`config.mk`:
```
export PLATFORM = sky130hd
export DESIGN_NAME = uart_transmitter
export DESIGN_NICKNAME = d
export VERILOG_FILES = /design/src/uart_tx_pkg.sv /design/src/uart_baud_gen.sv /design/src/uart_tx_shift.sv /design/src/uart_transmitter.sv
export VERILOG_INCLUDE_DIRS = /design/src
export SDC_FILE = /design/constraint.sdc
export NUM_CORES = 1
export LEC_CHECK = 0
export ABC_AREA = 1
export ABC_CLOCK_PERIOD_IN_PS = 3300
export BUFFER_PORTS_ARGS = -buffer_cell sky130_fd_sc_hd__buf_2
export CORE_ASPECT_RATIO = 1.25
export CORE_MARGIN = 5
export CORE_UTILIZATION = 60
export DETAILED_ROUTE_END_ITERATION = 10
export GPL_TIMING_DRIVEN = 1
export PLACE_DENSITY = 0.88
export REMOVE_ABC_BUFFERS = 1
export SETUP_SLACK_MARGIN = 0.15
export SLEW_MARGIN = 20
export SYNTH_ARGS = -nofsm -noshare
export SYNTH_HDL_FRONTEND = slang
export SYNTH_SLANG_ARGS = --single-unit
export TNS_END_PERCENT = 5
```
`constraint.sdc`:
```
create_clock -name clk_i -period 3.3 [get_ports clk_i]
set_input_delay 0.66 -clock clk_i [delete_from_list [all_inputs] [get_ports clk_i]]
set_output_delay 0.66 -clock clk_i [all_outputs]
set_load 0.05 [all_outputs]
```
`src/uart_tx_defs.svh`:
```
// Register offsets, field positions, reset values and divider counts of the transmitter.
`ifndef UART_TX_DEFS_SVH
`define UART_TX_DEFS_SVH

// ==========================================================================
// Register byte offsets
`define UTX_DATA_OFS 8'h00
`define UTX_CSA_OFS 8'h04
`define UTX_CSB_OFS 8'h08
`define UTX_CSC_OFS 8'h0c
`define UTX_DIV_OFS 8'h10

// ==========================================================================
// Field positions
`define UTX_CSA_EMPTY 0
`define UTX_CSA_DONE 1
`define UTX_CSA_DSPEED 2
`define UTX_CSA_BUSY 3
`define UTX_CSB_TX_ENABLE 0
`define UTX_CSB_BEIE 1
`define UTX_CSB_TDIE 2
`define UTX_CSB_NINTH 3
`define UTX_CSC_CSZ_LSB 0
`define UTX_CSC_PAREN 4
`define UTX_CSC_PARODD 5
`define UTX_CSC_STOP2 6
`define UTX_CSC_SYNC 7
`define UTX_CSC_MASTER 8
`define UTX_CSC_CPOL 9

// ==========================================================================
// Reset values and divider counts
`define UTX_CSZ_RST 3'h3
`define UTX_DIV_RST 12'h000
`define UTX_CSZ_NINE 3'h7
`define UTX_PRE_NORMAL 5'h10
`define UTX_PRE_DOUBLE 5'h08

`endif

```
`src/uart_tx_pkg.sv`:
```
// Types shared by the transmitter modules.
package uart_tx_pkg;

  // ========================================================================
  // Frame engine states
  typedef enum logic [2:0] {ST_IDLE, ST_START, ST_DATA, ST_PARITY, ST_STOP, ST_END} shift_state_t;

  // ========================================================================
  // Configuration carriers
  typedef struct packed {
    logic [2:0] char_size;
    logic parity_en;
    logic parity_odd;
    logic two_stop;
  } frame_cfg_t;

  typedef struct packed {
    logic sync_mode;
    logic sync_master;
    logic clock_pol;
    logic double_speed;
    logic [11:0] divisor;
  } clk_cfg_t;

  // ========================================================================
  // Module state
  typedef struct packed {
    shift_state_t state;
    logic [8:0] shreg;
    logic [3:0] bits_left;
    logic parity;
    logic stops_left;
    logic txd;
    logic done;
  } shift_st_t;

  typedef struct packed {
    logic [11:0] count;
    logic [3:0] prescale;
    logic xck;
    logic xck_in;
    logic xck_prev;
    logic bit_en;
  } baud_st_t;

  typedef struct packed {
    logic wb_ack;
    logic [31:0] wb_dat;
    logic buf_full;
    logic [8:0] buf_data;
    logic en;
    logic be_ie;
    logic td_ie;
    logic ninth;
    logic dspeed;
    frame_cfg_t fcfg;
    logic sync_mode;
    logic sync_master;
    logic cpol;
    logic [11:0] divisor;
    logic done_flag;
    logic active;
    logic irq_empty;
    logic irq_done;
    logic out;
    logic out_oe_n;
    logic xck_oe_n;
    logic reload;
  } tx_regs_t;

  // ========================================================================
  // Character size decoding
  function automatic logic [3:0] data_bits(input logic [2:0] csz);
    unique case (csz)
      3'h0: data_bits = 4'h5;
      3'h1: data_bits = 4'h6;
      3'h2: data_bits = 4'h7;
      3'h7: data_bits = 4'h9;
      default: data_bits = 4'h8;
    endcase
  endfunction

  function automatic logic [8:0] char_mask(input logic [2:0] csz);
    char_mask = 9'h1ff >> (4'h9 - data_bits(csz));
  endfunction

endpackage

```
`src/uart_baud_gen.sv`:
```
// Rate divider and sync clock handling that produce the one-cycle bit enable.
`timescale 1ns/1ps
`include "uart_tx_defs.svh"
module uart_baud_gen (
  // Clock and reset
  input wire logic clk_i,
  input wire logic rst_i,
  // Control
  input wire logic en_i,
  input wire logic reload_i,
  input wire uart_tx_pkg::clk_cfg_t cfg_i,
  // Sync clock pin
  input wire logic xck_i,
  output logic xck_o,
  // Bit timing
  output logic bit_en_o
);
  uart_tx_pkg::baud_st_t q, d;
  logic tick;
  logic [3:0] pre_last;

  always_comb begin
    d = q;
    d.bit_en = 1'b0;
    tick = (q.count == 12'h000);
    d.count = (tick || reload_i) ? cfg_i.divisor : q.count - 12'h001;
    pre_last = cfg_i.double_speed ? 4'(`UTX_PRE_DOUBLE - 5'h01) : 4'(`UTX_PRE_NORMAL - 5'h01);
    d.xck_in = xck_i;
    d.xck_prev = q.xck_in;
    if (!en_i) begin
      d.prescale = 4'h0;
      d.xck = cfg_i.clock_pol;
    end else if (!cfg_i.sync_mode) begin
      if (tick) begin
        d.prescale = (q.prescale == pre_last) ? 4'h0 : q.prescale + 4'h1;
        d.bit_en = (q.prescale == pre_last);
      end
    end else if (cfg_i.sync_master) begin
      if (tick) begin
        d.xck = !q.xck;
        d.bit_en = (q.xck == cfg_i.clock_pol);
      end
    end else begin
      d.bit_en = (q.xck_in != q.xck_prev) && (q.xck_in != cfg_i.clock_pol);
    end
  end

  always_ff @(posedge clk_i) begin
    if (rst_i) begin
      q <= '0;
    end else begin
      q <= d;
    end
  end

  assign xck_o = q.xck;
  assign bit_en_o = q.bit_en;
endmodule // uart_baud_gen

```
`src/uart_tx_shift.sv`:
```
// Frame engine: shift register that sends start, data, parity and stop bits.
`timescale 1ns/1ps
module uart_tx_shift (
  // Clock and reset
  input wire logic clk_i,
  input wire logic rst_i,
  // Timing and format
  input wire logic bit_en_i,
  input wire uart_tx_pkg::frame_cfg_t cfg_i,
  // Buffer side
  input wire logic load_i,
  input wire logic [8:0] data_i,
  output logic take_o,
  // Status and line
  output logic idle_o,
  output logic done_o,
  output logic txd_o
);
  uart_tx_pkg::shift_st_t q, d;
  logic take;

  always_comb begin
    d = q;
    d.done = 1'b0;
    take = (q.state == uart_tx_pkg::ST_IDLE) && load_i;
    if (bit_en_i) begin
      unique case (q.state)
        uart_tx_pkg::ST_IDLE: begin
          d.txd = 1'b1;
        end
        uart_tx_pkg::ST_START: begin
          d.txd = 1'b0;
          d.state = uart_tx_pkg::ST_DATA;
        end
        uart_tx_pkg::ST_DATA: begin
          d.txd = q.shreg[0];
          d.shreg = {1'b0, q.shreg[8:1]};
          d.bits_left = q.bits_left - 4'h1;
          if (q.bits_left == 4'h1) begin
            d.state = cfg_i.parity_en ? uart_tx_pkg::ST_PARITY : uart_tx_pkg::ST_STOP;
          end
        end
        uart_tx_pkg::ST_PARITY: begin
          d.txd = q.parity;
          d.state = uart_tx_pkg::ST_STOP;
        end
        uart_tx_pkg::ST_STOP: begin
          d.txd = 1'b1;
          d.stops_left = 1'b0;
          if (!q.stops_left) begin
            d.state = uart_tx_pkg::ST_END;
          end
        end
        uart_tx_pkg::ST_END: begin
          if (load_i) begin
            take = 1'b1;
            d.txd = 1'b0;
            d.state = uart_tx_pkg::ST_DATA;
          end else begin
            d.done = 1'b1;
            d.state = uart_tx_pkg::ST_IDLE;
          end
        end
      endcase
    end
    if (take) begin
      d.shreg = data_i;
      d.bits_left = uart_tx_pkg::data_bits(cfg_i.char_size);
      d.parity = (^data_i) ^ cfg_i.parity_odd;
      d.stops_left = cfg_i.two_stop;
      if (q.state == uart_tx_pkg::ST_IDLE) begin
        d.state = uart_tx_pkg::ST_START;
      end
    end
  end

  always_ff @(posedge clk_i) begin
    if (rst_i) begin
      q <= '0;
      q.txd <= 1'b1;
    end else begin
      q <= d;
    end
  end

  assign take_o = take;
  assign idle_o = (q.state == uart_tx_pkg::ST_IDLE);
  assign done_o = q.done;
  assign txd_o = q.txd;
endmodule // uart_tx_shift

```
`src/uart_transmitter.sv`:
```
// Serial transmitter with transmit buffer, flags, pin takeover and Wishbone registers.
`timescale 1ns/1ps
`include "uart_tx_defs.svh"
module uart_transmitter (
  // Clock and reset
  input wire logic clk_i,
  input wire logic rst_i,
  // Wishbone slave
  input wire logic cyc_i,
  input wire logic stb_i,
  input wire logic we_i,
  input wire logic [7:0] adr_i,
  input wire logic [3:0] sel_i,
  input wire logic [31:0] dat_i,
  output logic [31:0] dat_o,
  output logic ack_o,
  // Interrupt requests
  input wire logic gie_i,
  input wire logic done_irq_ack_i,
  output logic irq_empty_o,
  output logic irq_done_o,
  // Serial output pin
  output logic serial_out_o,
  output logic serial_out_oe_n_o,
  // Sync clock pin
  input wire logic sync_clk_i,
  output logic sync_clk_o,
  output logic sync_clk_oe_n_o
);
  uart_tx_pkg::tx_regs_t q, d;
  uart_tx_pkg::clk_cfg_t clk_cfg;
  logic [31:0] m;
  logic wr;
  logic data_wr;
  logic take;
  logic shift_idle;
  logic shift_done;
  logic shift_txd;
  logic bit_en;
  logic xck_q;

  function automatic logic [31:0] merge(input logic [31:0] old, input logic [31:0] nw, input logic [31:0] msk);
    merge = (old & ~msk) | (nw & msk);
  endfunction

  // ========================================================================
  // Bus decode
  assign m = {{8{sel_i[3]}}, {8{sel_i[2]}}, {8{sel_i[1]}}, {8{sel_i[0]}}};
  // Writes take effect on the ack edge, so a request held over two edges never writes twice.
  assign wr = cyc_i && stb_i && we_i && q.wb_ack;
  assign data_wr = wr && (adr_i == `UTX_DATA_OFS) && sel_i[0];
  assign clk_cfg = '{sync_mode: q.sync_mode, sync_master: q.sync_master, clock_pol: q.cpol,
                     double_speed: q.dspeed, divisor: q.divisor};

  // ========================================================================
  // Register file and control
  always_comb begin
    logic [31:0] csa;
    logic [31:0] csb;
    logic [31:0] csc;
    logic [31:0] nw;
    logic done_clr;
    csa = 32'h0;
    csb = 32'h0;
    csc = 32'h0;
    nw = 32'h0;
    done_clr = done_irq_ack_i;
    d = q;
    csa[`UTX_CSA_EMPTY] = !q.buf_full;
    csa[`UTX_CSA_DONE] = q.done_flag;
    csa[`UTX_CSA_DSPEED] = q.dspeed;
    csa[`UTX_CSA_BUSY] = !shift_idle;
    csb[`UTX_CSB_TX_ENABLE] = q.en;
    csb[`UTX_CSB_BEIE] = q.be_ie;
    csb[`UTX_CSB_TDIE] = q.td_ie;
    csb[`UTX_CSB_NINTH] = q.ninth;
    csc[`UTX_CSC_CSZ_LSB +: 3] = q.fcfg.char_size;
    csc[`UTX_CSC_PAREN] = q.fcfg.parity_en;
    csc[`UTX_CSC_PARODD] = q.fcfg.parity_odd;
    csc[`UTX_CSC_STOP2] = q.fcfg.two_stop;
    csc[`UTX_CSC_SYNC] = q.sync_mode;
    csc[`UTX_CSC_MASTER] = q.sync_master;
    csc[`UTX_CSC_CPOL] = q.cpol;

    // One wait state: ack comes the cycle after the request, read data with it.
    d.wb_ack = cyc_i && stb_i && !q.wb_ack;
    d.wb_dat = 32'h0;
    d.reload = 1'b0;
    if (cyc_i && stb_i && !q.wb_ack && !we_i) begin
      unique case (adr_i)
        `UTX_CSA_OFS: d.wb_dat = csa;
        `UTX_CSB_OFS: d.wb_dat = csb;
        `UTX_CSC_OFS: d.wb_dat = csc;
        `UTX_DIV_OFS: d.wb_dat = {20'h0, q.divisor};
        default: d.wb_dat = 32'h0;
      endcase
    end

    if (wr) begin
      unique case (adr_i)
        `UTX_CSA_OFS: begin
          nw = merge(csa, dat_i, m);
          d.dspeed = nw[`UTX_CSA_DSPEED];
          done_clr = done_clr || (m[`UTX_CSA_DONE] && dat_i[`UTX_CSA_DONE]);
        end
        `UTX_CSB_OFS: begin
          nw = merge(csb, dat_i, m);
          d.en = nw[`UTX_CSB_TX_ENABLE];
          d.be_ie = nw[`UTX_CSB_BEIE];
          d.td_ie = nw[`UTX_CSB_TDIE];
          d.ninth = nw[`UTX_CSB_NINTH];
        end
        `UTX_CSC_OFS: begin
          nw = merge(csc, dat_i, m);
          d.fcfg.char_size = nw[`UTX_CSC_CSZ_LSB +: 3];
          d.fcfg.parity_en = nw[`UTX_CSC_PAREN];
          d.fcfg.parity_odd = nw[`UTX_CSC_PARODD];
          d.fcfg.two_stop = nw[`UTX_CSC_STOP2];
          d.sync_mode = nw[`UTX_CSC_SYNC];
          d.sync_master = nw[`UTX_CSC_MASTER];
          d.cpol = nw[`UTX_CSC_CPOL];
        end
        `UTX_DIV_OFS: begin
          nw = merge({20'h0, q.divisor}, dat_i, m);
          d.divisor = nw[11:0];
          d.reload = 1'b1;
        end
        default: begin
          nw = 32'h0;
        end
      endcase
    end

    if (take) begin
      d.buf_full = 1'b0;
    end
    if (data_wr) begin
      d.buf_full = 1'b1;
      // A write while full overwrites the waiting character, so software polls the empty flag first.
      // mask and ninth bit
      d.buf_data = {q.ninth, dat_i[7:0]} & uart_tx_pkg::char_mask(q.fcfg.char_size);
    end

    d.done_flag = (q.done_flag && !done_clr) || shift_done;

    // The pin stays owned after tx_enable clears until nothing is left to send.
    // delayed disable
    d.active = q.en || (q.active && (q.buf_full || !shift_idle));

    d.irq_empty = gie_i && q.be_ie && !q.buf_full;
    d.irq_done = gie_i && q.td_ie && q.done_flag;

    // The pin outputs are registered, so the line lags the shifter by one clock.
    // pin takeover
    d.out = q.active ? shift_txd : 1'b1;
    d.out_oe_n = !q.active;
    d.xck_oe_n = !(q.active && q.sync_mode && q.sync_master);
  end

  always_ff @(posedge clk_i) begin
    if (rst_i) begin
      q <= '0;
      q.fcfg.char_size <= `UTX_CSZ_RST;
      q.divisor <= `UTX_DIV_RST;
      q.out <= 1'b1;
      q.out_oe_n <= 1'b1;
      q.xck_oe_n <= 1'b1;
    end else begin
      q <= d;
    end
  end

  // ========================================================================
  // Bit timing and frame engine
  uart_baud_gen u_baud (
    .clk_i(clk_i),
    .rst_i(rst_i),
    .en_i(q.active),
    .reload_i(q.reload),
    .cfg_i(clk_cfg),
    .xck_i(sync_clk_i),
    .xck_o(xck_q),
    .bit_en_o(bit_en)
  );

  uart_tx_shift u_shift (
    .clk_i(clk_i),
    .rst_i(rst_i),
    .bit_en_i(bit_en),
    .cfg_i(q.fcfg),
    .load_i(q.buf_full && q.active),
    .data_i(q.buf_data),
    .take_o(take),
    .idle_o(shift_idle),
    .done_o(shift_done),
    .txd_o(shift_txd)
  );

  assign dat_o = q.wb_dat;
  assign ack_o = q.wb_ack;
  assign irq_empty_o = q.irq_empty;
  assign irq_done_o = q.irq_done;
  assign serial_out_o = q.out;
  assign serial_out_oe_n_o = q.out_oe_n;
  assign sync_clk_o = xck_q;
  assign sync_clk_oe_n_o = q.xck_oe_n;

  function automatic logic csa_empty_seen();
    csa_empty_seen = !q.buf_full;
  endfunction
endmodule // uart_transmitter

```
==> insert_results.sql <==
INSERT INTO impl_metrics (metric_group, metric, value, unit) VALUES
('clocking', 'cts.clk_slew.worst_paths', '90', 'ps'),
('clocking', 'cts_hold_buf', '0', ''),
('logic_synthesis', 'synth_top_cell_area_share', '0.3873', ''),
('die', 'standard_cell_core_area', '8194', 'um^2'),
('min_path', 'holdPathStages', '1', ''),
('grt', 'total_global_route_track_usage', '0.2251', ''),
('clocking', 'cts_tree', 'built', ''),
('placed_design', 'hpwl', '8685', 'um'),
('min_path', 'min_delay_worst_endpoint', 'u_baud.q[8]', ''),
('grt', 'grt-ovfl-total', '0', ''),
('min_path', 'holdCritPathClass', 'reg2reg', ''),
('grt', 'grt_pass1_wl', '18650', 'um'),
('timing', 'tightest_pin_transition', '869.1', 'ps'),
('placed_design', 'placed_cells', '834', ''),
('setup_path', 'crit_path_max_delay_cell_type', 'dfxtp_1', ''),
('grt', 'grt_pass1_vias', '4101', ''),
('setup_path', 'timing.reg2reg.worst_path_depth', '10', ''),
('timing', 'final_max_slew_viol_count', '0', ''),
('layout', 'mostFrequentLayoutCells', 'nand2_1, inv_1, dfxtp_1, nor2_1, o21ai_0', ''),
('setup_path', 'cp_top_family', 'flip-flops', ''),
('layout', 'ff_latch_area', '1942', 'um^2'),
('clocking', 'clock_sinks', '97', ''),
('layout', 'fin_nets', '808', ''),
('power_and_ir_drop', 'ir_drop', '222.1', 'uV'),
('die', 'dieHeight', '112.2', 'um'),
('die', 'floorplan.rows', '37', ''),
('logic_synthesis', 'synth.ff_latch_count', '97', ''),
('timing', 'setup_viol', '0', ''),
('layout', 'layout-drive-gt1-share', '0.1448', ''),
('layout', 'area_growth_syn_to_layout', '6.988', '%'),
('clocking', 'post-cts-setup-buffers', '0', ''),
('min_path', 'hold_start', 'u_baud.q[8]', ''),
('route', 'avgViaCountPerCell', '5.299', ''),
('clocking', 'insertion_delay', '380', 'ps'),
('logic_synthesis', 'yosys.cell_types.count', '38', ''),
('outcome', 'outcome', 'complete, no violations', ''),
('timing', 'setup_tns', '0', 'ps'),
('layout', 'num-fill-cells', '727', ''),
('timing', 'clock.fmax', '517.8', 'MHz'),
('placed_design', 'port-buffer-count', '48', ''),
('route', 'drt_first_pass_iters', '5', ''),
('route', 'finalWirelength', '11610', 'um'),
('timing', 'final-hold-violation-count', '0', ''),
('timing', 'finalClockSkew', '14.02', 'ps'),
('logic_synthesis', 'synthCells', '714', ''),
('setup_path', 'crit_path_required_time', '3590', 'ps'),
('layout', 'antenna_cells_inserted', '0', ''),
('setup_path', 'critical-path-max-stage-delay', '500', 'ps'),
('grt', 'grt_antenna_before_repair', '0', ''),
('timing', 'fin_crit_sh', '0.5852', ''),
('power_and_ir_drop', 'p_per_area', '506.0', 'nW/um^2'),
('clocking', 'cts_resized', '0', ''),
('timing', 'max-slew-margin-rel', '0.4199', ''),
('power_and_ir_drop', 'power.leakage', '2.422', 'nW'),
('setup_path', 'timing.rr.end', 'q[36]', ''),
('grt', 'largest_net_degree_at_the_start_of_global_routing', '30', ''),
('logic_synthesis', 'yosys.area.top_type', 'dfxtp_1', ''),
('die', 'start_util', '0.6118', ''),
('setup_path', 'critPathCaptureType', 'register', ''),
('route', 'vias', '4504', ''),
('placed_design', 'gp_routability_congestion', '0.9094', ''),
('route', 'avgRoutedWirePerCell', '13.66', 'um'),
('layout', 'final_common_cell', 'nand2_1', ''),
('logic_synthesis', 'ys_warn_count', '0', ''),
('die', 'die_area', '10300', 'um^2'),
('logic_synthesis', 'share_of_flip_flops_with_an_asynchronous_set_or_reset', '0', ''),
('logic_synthesis', 'post_synthesis_area_per_instance', '7.022', 'um^2'),
('setup_path', 'critPathArrivalTime', '2220', 'ps'),
('setup_path', 'worst-setup-path-type', 'reg2reg', ''),
('clocking', 'cts_max_level', '3', ''),
('power_and_ir_drop', 'power', '2.714', 'mW');
area by class of cell:
cell class / count / share of cell area
Multi-Input combinational cell: 486 / 0.4528
Sequential cell: 97 / 0.3620
Inverter: 104 / 0.07278
Timing Repair Buffer: 50 / 0.04759
Clock buffer: 11 / 0.02636
Tap cell: 97 / 0.02263
Clock inverter: 5 / 0.01586
through the flow:
| stage | hold WS [ps] | setup slack [ps] | util |
|---|---|---|---|
| 2_1_floorplan | 408.3 | 1550 | - |
| 3_3_place_gp | 418.2 | 1160 | 0.6270 |
| 3_5_place_dp | 422.5 | 1131 | 0.6270 |
| 4_1_cts | 437.0 | 1390 | 0.6546 |
| 5_1_grt | 456.6 | 1181 | 0.6546 |
| 6_report | 436.7 | 1369 | 0.6546 |
power by group:
group	switching, mW	internal (mW)
Sequential	0.0376	1.23
Clock	0.427	0.454
Combinational	0.387	0.177
synthesized netlist by cell type, types with 6 or more instances:
library cell,count
a21oi_1,52
nand2_4,6
inv_1,99
nor2_1,80
o21ai_2,8
o22ai_1,8
nand2_1,157
nand4_1,7
nor3_1,9
ha_1,8
dfxtp_1,97
buf_4,33
nand3_1,30
o21ai_0,56
metal layers:
| layer | share of wire | routed length, um | vias to the layer above | global-route usage |
|---|---|---|---|---|
| li1 | - | - | 2278 | - |
| met1 | 0.41 | 4743 | 2017 | 0.2623 |
| met2 | 0.50 | 5805 | 176 | 0.3979 |
| met3 | 0.059 | 686 | 33 | 0.04223 |
| met4 | 0.032 | 376 | 0 | 0.1021 |
| met5 | 0 | 0 | - | 0 |
cells by family (layout without fill, tap and decap cells):
logic type                 Yosys count  after routing  share of synthesized area
and+or+nand+nor                    312            312                     0.2815
buffers and inverters              150            170                     0.1425
AOI/OAI and AO/OA                  137            137                     0.1522
DFF                                 97             97                     0.3873
xor gates and xnor gates             9              9                    0.01572
adders and majority gates            8              8                    0.01997
other                                1             20                  0.0007480
worst max-delay path by stage:
stage	startpoint	cells after the start	slack [ps]	end
after global placement	rst_i	5	1160	u_baud.q[19]
after floorplan	ack_o	7	1550	q[35]
after detailed placement	adr_i[5]	9	1130	register
after CTS	u_baud.q[8]	9	1390	u_baud.q[19]
after global routing	register	11	1180	q[36]
final	register	10	1370	q[36]
worst register-to-register path: stages (launching register included):
cell and delay [ps]:
dfxtp_1 500, nand2_1 110, nand2_2 130, inv_1 100
o21ai_2 130, ha_1 330, inv_1 70, o21ai_0 80
nor2_1 120, o21ai_0 90, a21oi_1 190
No activity file was read; power rests on OpenSTA's default activity.
